File: src/verilog/charger_ctrl_pkg.sv
// Purpose: Shared constants and types for the charger option low byte control block
// Assumes: 40 MHz core clock, register word already decoded by the serial bus engine
// Notes: Timer lengths are given in their own units and converted to ticks here

package charger_ctrl_pkg;

  // ----------------------------------------------------------------
  // Clock and time base
  // ----------------------------------------------------------------
  localparam int unsigned CLK_HZ = 40_000_000;
  localparam int unsigned NS_PER_S = 1_000_000_000;
  localparam int unsigned TICK_US = 1;
  localparam int unsigned TICK_US_CYCLES = (CLK_HZ / 1_000_000) * TICK_US;
  localparam int unsigned US_PER_MS = 1000;

  // Deglitch, discharge and wakeup times in their printed units
  localparam int unsigned DEG_SHORT_US = 1;
  localparam int unsigned DEG_MID_MS = 2;
  localparam int unsigned DEG_LONG_MS = 5000;
  localparam int unsigned DISCHARGE_MS = 140;
  localparam int unsigned WAKEUP_MIN = 30;
  localparam int unsigned WAKEUP_MS = WAKEUP_MIN * 60 * 1000;
  localparam int unsigned TMR_W = 21;

  // ----------------------------------------------------------------
  // Register map
  // ----------------------------------------------------------------
  localparam logic [7:0] CTRL_B_OFFSET = 8'h30;
  localparam logic [15:0] CTRL_B_RESET = 16'h0211;
  localparam int unsigned BIT_THRESH_SEL = 7;
  localparam int unsigned BIT_POLARITY = 6;
  localparam int unsigned BIT_FILTER_HI = 5;
  localparam int unsigned BIT_FILTER_LO = 4;
  localparam int unsigned BIT_FORCE_OFF = 3;
  localparam int unsigned BIT_DISCHARGE = 1;
  localparam int unsigned BIT_WAKEUP = 0;

  typedef enum logic [1:0] {
    FILT_OFF = 2'h0,
    FILT_1US = 2'h1,
    FILT_2MS = 2'h2,
    FILT_5S = 2'h3
  } filter_sel_t;

  typedef enum logic [1:0] {
    WK_IDLE = 2'h0,
    WK_CHARGE = 2'h1,
    WK_DONE = 2'h3
  } wakeup_state_t;

  typedef struct packed {
    logic wr;
    logic rd;
    logic [7:0] addr;
    logic [15:0] wdata;
  } reg_req_t;

endpackage : charger_ctrl_pkg

File: src/verilog/charger_option_low_byte_ctrl.sv
// Purpose: Lower control byte of the charger option register and its timed actions
// Assumes: Analog levels arrive asynchronously; register access decoded upstream
// Notes: Upper byte bits are stored and read back only
// Functional notes
// Polarity 0: output low while input above threshold; default.
// Polarity 1: output low while input below threshold.
// Deglitch applies only to falling output edges; rising passes at once.
// Filter code 00 disables comparator; 10 gives 2 ms, 11 gives 5 s.
// Filter code 01 gives 1 us deglitch and is the reset value.
// Force bit set: comparator trip turns both converter switches off.
// Supply good goes low on forced off; bit clear by default.
// Discharge bit set drives battery negative sense discharge for 140 ms.
// Discharge bit clears itself when the 140 ms interval ends.
// Wakeup bit with low battery starts 128 mA charge up to 30 minutes.
// Battery rising above minimum stops wakeup charge and clears the bit.
// Threshold select 0 picks 2.3 V, 1 picks 1.2 V; default 0.
// Timers run off a free-running time base and restart when newly enabled.

`timescale 1ns/1ps
`default_nettype none

module charger_option_low_byte_ctrl
  import charger_ctrl_pkg::*;
#(
  parameter int unsigned DEG_LONG_TICKS = DEG_LONG_MS,
  parameter int unsigned DISCHARGE_TICKS = DISCHARGE_MS,
  parameter int unsigned WAKEUP_TICKS = WAKEUP_MS,
  parameter int unsigned US_CYCLES = TICK_US_CYCLES,
  parameter int unsigned MS_US = US_PER_MS
) (
  input wire logic clk,
  input wire logic srst,
  input wire reg_req_t reg_req,
  output logic [15:0] reg_rdata,
  input wire logic comparator_input_above,
  input wire logic battery_below_min,
  input wire logic converter_enable,
  input wire logic supply_good_source,
  output logic comparator_output,
  output logic comparator_threshold_select,
  output logic input_side_switch_on,
  output logic output_side_switch_on,
  output logic supply_good_indicator,
  output logic battery_sense_negative_discharge,
  output logic wakeup_charge_128ma
);

  initial begin
    if (US_CYCLES < 2 || MS_US < 2 || WAKEUP_TICKS >= (1 << TMR_W)) begin
      $error("charger_option_low_byte_ctrl timing parameters out of range");
    end
  end

  // ----------------------------------------------------------------
  // Input synchronisers
  // ----------------------------------------------------------------
  logic [1:0] cmp_sync_ff;
  logic [1:0] bat_sync_ff;

  always_ff @(posedge clk) begin
    if (srst) begin
      cmp_sync_ff <= 2'h0;
      bat_sync_ff <= 2'h0;
    end else begin
      cmp_sync_ff <= {cmp_sync_ff[0], comparator_input_above};
      bat_sync_ff <= {bat_sync_ff[0], battery_below_min};
    end
  end

  // ----------------------------------------------------------------
  // Free-running time base
  // ----------------------------------------------------------------
  logic [15:0] us_cnt_ff;
  logic [15:0] ms_cnt_ff;
  logic us_tick_ff;
  logic ms_tick_ff;

  always_ff @(posedge clk) begin
    if (srst) begin
      us_cnt_ff <= 16'h0000;
      us_tick_ff <= 1'b0;
    end else if (us_cnt_ff == 16'(US_CYCLES - 1)) begin
      us_cnt_ff <= 16'h0000;
      us_tick_ff <= 1'b1;
    end else begin
      us_cnt_ff <= us_cnt_ff + 16'h0001;
      us_tick_ff <= 1'b0;
    end
  end

  always_ff @(posedge clk) begin
    if (srst) begin
      ms_cnt_ff <= 16'h0000;
      ms_tick_ff <= 1'b0;
    end else if (us_tick_ff && ms_cnt_ff == 16'(MS_US - 1)) begin
      ms_cnt_ff <= 16'h0000;
      ms_tick_ff <= 1'b1;
    end else begin
      if (us_tick_ff) begin
        ms_cnt_ff <= ms_cnt_ff + 16'h0001;
      end
      ms_tick_ff <= 1'b0;
    end
  end

  // ----------------------------------------------------------------
  // Control register
  // ----------------------------------------------------------------
  logic [15:0] ctrl_ff;
  logic host_wr;
  logic discharge_expired;
  logic wakeup_clear;
  filter_sel_t filter_sel;

  assign host_wr = reg_req.wr && (reg_req.addr == CTRL_B_OFFSET);
  assign filter_sel = filter_sel_t'(ctrl_ff[BIT_FILTER_HI:BIT_FILTER_LO]);

  // Host write wins over a self-clear in the same cycle
  always_ff @(posedge clk) begin
    if (srst) begin
      ctrl_ff <= CTRL_B_RESET;
    end else if (host_wr) begin
      ctrl_ff <= reg_req.wdata;
    end else begin
      if (discharge_expired) begin
        ctrl_ff[BIT_DISCHARGE] <= 1'b0;
      end
      if (wakeup_clear) begin
        ctrl_ff[BIT_WAKEUP] <= 1'b0;
      end
    end
  end

  always_ff @(posedge clk) begin
    if (srst) begin
      reg_rdata <= 16'h0000;
    end else if (reg_req.rd && reg_req.addr == CTRL_B_OFFSET) begin
      reg_rdata <= ctrl_ff;
    end else begin
      reg_rdata <= 16'h0000;
    end
  end

  // ----------------------------------------------------------------
  // Independent comparator
  // ----------------------------------------------------------------
  logic cmp_enabled;
  logic raw_high;
  logic deg_expired;
  logic deg_tick;
  logic [TMR_W-1:0] deg_limit;
  logic cmp_prev_ff;
  logic trip;

  assign cmp_enabled = (filter_sel != FILT_OFF);
  // Polarity 0 inverts the above-threshold level
  assign raw_high = ctrl_ff[BIT_POLARITY] ? cmp_sync_ff[1] : !cmp_sync_ff[1];
  assign deg_tick = (filter_sel == FILT_1US) ? us_tick_ff : ms_tick_ff;

  always_comb begin
    case (filter_sel)
      FILT_1US: deg_limit = TMR_W'(DEG_SHORT_US);
      FILT_2MS: deg_limit = TMR_W'(DEG_MID_MS);
      FILT_5S: deg_limit = TMR_W'(DEG_LONG_TICKS);
      default: deg_limit = TMR_W'(1);
    endcase
  end

  tick_timer #(.W(TMR_W)) u_deg_timer (
    .clk(clk),
    .srst(srst),
    .run(cmp_enabled && !raw_high && comparator_output),
    .tick(deg_tick),
    .limit(deg_limit),
    .expired(deg_expired)
  );

  // Disabled comparator parks its output high so nothing trips
  always_ff @(posedge clk) begin
    if (srst) begin
      comparator_output <= 1'b1;
    end else if (!cmp_enabled || raw_high) begin
      comparator_output <= 1'b1;
    end else if (deg_expired) begin
      comparator_output <= 1'b0;
    end
  end

  always_ff @(posedge clk) begin
    if (srst) begin
      cmp_prev_ff <= 1'b1;
      comparator_threshold_select <= 1'b0;
    end else begin
      cmp_prev_ff <= comparator_output;
      comparator_threshold_select <= ctrl_ff[BIT_THRESH_SEL];
    end
  end

  assign trip = cmp_prev_ff && !comparator_output;

  // ----------------------------------------------------------------
  // Forced path off
  // ----------------------------------------------------------------
  logic path_off_ff;

  // Latched until software drops the force bit; a trip once the bit is clear does not set
  always_ff @(posedge clk) begin
    if (srst) begin
      path_off_ff <= 1'b0;
    end else if (ctrl_ff[BIT_FORCE_OFF] && trip) begin
      path_off_ff <= 1'b1;
    end else if (!ctrl_ff[BIT_FORCE_OFF]) begin
      path_off_ff <= 1'b0;
    end
  end

  always_ff @(posedge clk) begin
    if (srst) begin
      input_side_switch_on <= 1'b0;
      output_side_switch_on <= 1'b0;
      supply_good_indicator <= 1'b0;
    end else begin
      input_side_switch_on <= converter_enable && !path_off_ff;
      output_side_switch_on <= converter_enable && !path_off_ff;
      supply_good_indicator <= supply_good_source && !path_off_ff;
    end
  end

  // ----------------------------------------------------------------
  // Storage discharge
  // ----------------------------------------------------------------
  tick_timer #(.W(TMR_W)) u_dchg_timer (
    .clk(clk),
    .srst(srst),
    .run(ctrl_ff[BIT_DISCHARGE]),
    .tick(ms_tick_ff),
    .limit(TMR_W'(DISCHARGE_TICKS)),
    .expired(discharge_expired)
  );

  always_ff @(posedge clk) begin
    if (srst) begin
      battery_sense_negative_discharge <= 1'b0;
    end else begin
      battery_sense_negative_discharge <= ctrl_ff[BIT_DISCHARGE] && !discharge_expired;
    end
  end

  // ----------------------------------------------------------------
  // Auto wakeup charge
  // ----------------------------------------------------------------
  wakeup_state_t wk_state_ff;
  wakeup_state_t nxt_wk_state;
  logic wk_expired;

  always_comb begin
    nxt_wk_state = wk_state_ff;
    wakeup_clear = 1'b0;
    case (wk_state_ff)
      WK_IDLE: begin
        if (ctrl_ff[BIT_WAKEUP] && bat_sync_ff[1]) begin
          nxt_wk_state = WK_CHARGE;
        end
      end
      WK_CHARGE: begin
        if (!bat_sync_ff[1]) begin
          nxt_wk_state = WK_IDLE;
          wakeup_clear = 1'b1;
        end else if (!ctrl_ff[BIT_WAKEUP]) begin
          nxt_wk_state = WK_IDLE;
        end else if (wk_expired) begin
          nxt_wk_state = WK_DONE;
        end
      end
      WK_DONE: begin
        // Stay parked so a timed-out charge is not retried endlessly
        if (!ctrl_ff[BIT_WAKEUP] || !bat_sync_ff[1]) begin
          nxt_wk_state = WK_IDLE;
        end
      end
      default: nxt_wk_state = WK_IDLE;
    endcase
  end

  always_ff @(posedge clk) begin
    if (srst) begin
      wk_state_ff <= WK_IDLE;
    end else begin
      wk_state_ff <= nxt_wk_state;
    end
  end

  tick_timer #(.W(TMR_W)) u_wake_timer (
    .clk(clk),
    .srst(srst),
    .run(wk_state_ff == WK_CHARGE),
    .tick(ms_tick_ff),
    .limit(TMR_W'(WAKEUP_TICKS)),
    .expired(wk_expired)
  );

  always_ff @(posedge clk) begin
    if (srst) begin
      wakeup_charge_128ma <= 1'b0;
    end else begin
      wakeup_charge_128ma <= (nxt_wk_state == WK_CHARGE);
    end
  end

endmodule : charger_option_low_byte_ctrl

`default_nettype wire

File: src/verilog/tick_timer.sv
// Purpose: Counts time base ticks while run is high and flags expiry
// Assumes: tick is a one-cycle enable from a free-running divider
// Notes: Dropping run restarts the count; first tick may be up to one period short

`timescale 1ns/1ps
`default_nettype none

module tick_timer #(
  parameter int unsigned W = 21
) (
  input wire logic clk,
  input wire logic srst,
  input wire logic run,
  input wire logic tick,
  input wire logic [W-1:0] limit,
  output logic expired
);

  logic [W-1:0] cnt_ff;

  initial begin
    if (W < 2) begin
      $error("tick_timer width too small");
    end
  end

  always_ff @(posedge clk) begin
    if (srst || !run) begin
      cnt_ff <= '0;
    end else if (tick && cnt_ff < limit) begin
      cnt_ff <= cnt_ff + 1'b1;
    end
  end

  assign expired = run && (cnt_ff >= limit);

endmodule : tick_timer

`default_nettype wire

File: config.mk
export PLATFORM = sky130hd
export DESIGN_NAME = charger_option_low_byte_ctrl
export DESIGN_NICKNAME = d
export VERILOG_FILES = /design/src/verilog/charger_ctrl_pkg.sv /design/src/verilog/charger_option_low_byte_ctrl.sv /design/src/verilog/tick_timer.sv
export SDC_FILE = /design/constraint.sdc
export NUM_CORES = 1
export LEC_CHECK = 0
export BUFFER_PORTS_ARGS = -buffer_cell sky130_fd_sc_hd__buf_4
export CORE_AREA = 3 3 92 111
export CTS_CLUSTER_DIAMETER = 60
export DETAILED_ROUTE_END_ITERATION = 12
export DIE_AREA = 0 0 95 114
export PLACE_DENSITY = 0.82
export SYNTH_ARGS = -nofsm -noshare
export SYNTH_HDL_FRONTEND = slang
export SYNTH_SLANG_ARGS = --single-unit
File: constraint.sdc
create_clock -name clk -period 5.92 [get_ports clk]
set_input_delay 0.592 -clock clk [delete_from_list [all_inputs] [get_ports clk]]
set_output_delay 0.592 -clock clk [all_outputs]
set_load 0.005 [all_outputs]
==> impl_metrics.yaml <==
place:
  hpwl_um: 7600
  post_dp_cell_area_mm2: 0.00624
  io_buffer_count: 54
  place_inst: 769
  globalplace.congestion: 0.928
power_and_ir_drop:
  cellLeakagePower_nw: 2.66
  power_per_cell_area_mw_per_mm2: 287
  power_mw: 1.95
  ir_drop_mv: 0.177
floorplan:
  rows: 38
  die_area_mm2: 0.0108
  die_x_um: 95
  die_h_um: 114
  start_util_pct: 62.7
  pin_count: 55
  core_area_mm2: 0.00918
critical_path:
  crit_path_end_kind: "register"
  crit_type: "reg -> reg"
  crit_start: "ctrl_ff[5]"
  critPathLaunchType: "register"
  worstReg2RegStart: "ctrl_ff[5]"
  cp.required_ns: 6.33
  arrival_ns: 3.07
  rrSetupSlack_ns: 3.26
  cp_max_fo: 10
global_routing:
  gr-total-overflow: 0
  grt_pass1_vias: 4191
  antenna_found_initial: 0
  grt_pass1_wl_um: 18500
  grt_max_degree: 40
  track_usage_pct: 21.8
clock_tree:
  path_clk_slew_ns: 0.06
  clock_latency_ns: 0.52
  ctsHtreeMaxLevel: 4
  cts_made_buffers: 17
  clock-sinks: 143
  cts_hold_buf: 0
  clock_path_buffers: 2
  ctsRootBufferMaster: "clkbuf_8"
  post_cts_resized: 0
  post_cts_buffers: 0
  tritoncts: "yes"
route:
  wire_per_inst_um: 13.8
  first_iter_violations: 172
  drcViolationCount: 0
  dr_total_vias: 4374
  dr.pass1.iters: 4
  routed_wl_um: 11100
  vias_per_cell: 5.47
  ant_nets: 0
sta:
  post-route-min-period_ns: 2.66
  fin_skew_ns: 0.00658
  relSlewSlack_pct: 39.9
  final-hold-violation-count: 0
  achievable-frequency_mhz: 376
  hold_slack_ns: 0.281
  slew_viol_final: 0
  tightestPinTransition_ns: 0.897
  setup_viol: 0
  period_share_pct: 44.9
  rsz0062_at_grt: "false"
  fin_setup_tns_ns: 0
synth:
  postSynthCellCount: 614
  synth_area_mm2: 0.00575
  yosysSeqAreaShare_pct: 49.7
  syn_nets: 660
  synth_area_per_cell_um2: 9.37
  synth_edf_count: 0
  synth_flop_cell: "dfxtp_1"
  async_reset_ff_share_pct: 0
  ys_seq_elements: 143
  yosysWarningCount: 0
  ys_types: 51
final_layout:
  drive_above_1_share_pct: 14.6
  area_growth_pct: 17.8
  fin_area_mm2: 0.00678
  fillers: 656
  mostFrequentLayoutCells: "dfxtp_1, nor2_1, buf_4, nand2_1, and2_1"
  nets: 714
  mostFrequentLayoutCell: "dfxtp_1"
  fin_cells: 800
  antenna_cells: 0
hold_path:
  holdCritPathClass: "in -> reg"
  hp-start: "comparator_input_above"
status:
  status: "completed"
run:
  drv_cap: 0
## layout make-up
class / instances / area [um^2] / share of cell area (%)
multi-input cells: 434 / 2750 / 40.6
inverters: 17 / 63.8 / 0.941
well taps: 120 / 150 / 2.22
clock buffers: 22 / 473 / 6.98
flip-flops and latches: 143 / 2860 / 42.2
repair buffers: 55 / 413 / 6.09
clock inverters: 9 / 61.3 / 0.905
## power by group
part | internal [mW] | switching, mW | total (mW) | leakage (nW)
registers | 0.967 | 0.00242 | 0.970 | 1.15
clock network | 0.555 | 0.386 | 0.941 | 0.263
logic | 0.0197 | 0.0167 | 0.0364 | 1.25
## cell families after synthesis
group | Yosys count | share of synthesized area, %
adders and majority gates | 14 | 3.04
DFF | 143 | 49.8
AOI/OAI and AO/OA | 47 | 5.28
xor gates and xnor gates | 52 | 7.91
buffers and inverters | 37 | 2.59
muxes | 17 | 2.96
and+or+nand+nor | 304 | 28.5
## stage by stage
stage	worst slack (ns)	util [%]
after detailed placement	3.29	68.0
after floorplan	3.61	-
after global placement	3.42	68.0
after global routing	3.02	73.9
after CTS	3.28	73.9
final	3.26	73.9
## worst paths after layout
kind | cells past startpoint | to
max | 8 | u_deg_timer.cnt_ff[5]
min | 2 | cmp_sync_ff[0]
max reg2reg | 8 | u_deg_timer.cnt_ff[5]
min reg2reg | 1 | us_cnt_ff[0]
## sequential cells by signal, summed over array words and instances (netlist names), 16 cells and up
| name | cells |
|---|---|
| u_dchg_timer.cnt_ff | 21 |
| us_cnt_ff | 16 |
| reg_rdata | 16 |
| ms_cnt_ff | 16 |
| ctrl_ff | 16 |
| u_wake_timer.cnt_ff | 21 |
| u_deg_timer.cnt_ff | 21 |
## metal layers
layer	GRT usage (%)	up-vias	part of all wire, %	wire [um]
met5	0	-	0	0
met4	9.24	0	1.7	191
met3	5.61	17	4.7	523
met2	37.0	91	50	5520
met1	25.9	2049	44	4830
li1	-	2217	-	-
## worst max-delay path: stages (launching register included)
cell,delay (ns)
dfxtp_1,0.41
nand2_1,0.18
ha_1,0.34
a21oi_1,0.15
a21oi_1,0.11
nor4_2,0.52
and4b_1,0.50
a31oi_1,0.13
a41o_1,0.21
## synth_stat cells, types with 3 or more instances
master	instances	share of area, %
inv_1	17	1.1
nand3_1	24	2.1
nor4_1	18	2.0
nor4b_1	4	0.61
nor2b_1	7	0.76
dfxtp_1	143	50
and3_1	10	1.1
o21ai_0	12	1.0
or3_1	9	0.98
o31a_1	3	0.46
nor2_1	91	5.9
xor2_1	26	4.0
and2_1	37	4.0
a21oi_1	14	1.2
mux2i_1	17	3.0
nor3b_1	6	0.78
ha_1	14	3.0
clkbuf_1	13	0.85
a31oi_1	3	0.33
xnor2_1	26	4.0
nand2_1	40	2.6
nand2b_1	7	0.76
buf_1	3	0.20
nand4_1	17	1.8
nor3_1	14	1.2
nor4_4	3	1.1
(Power assumes the default switching activity.)
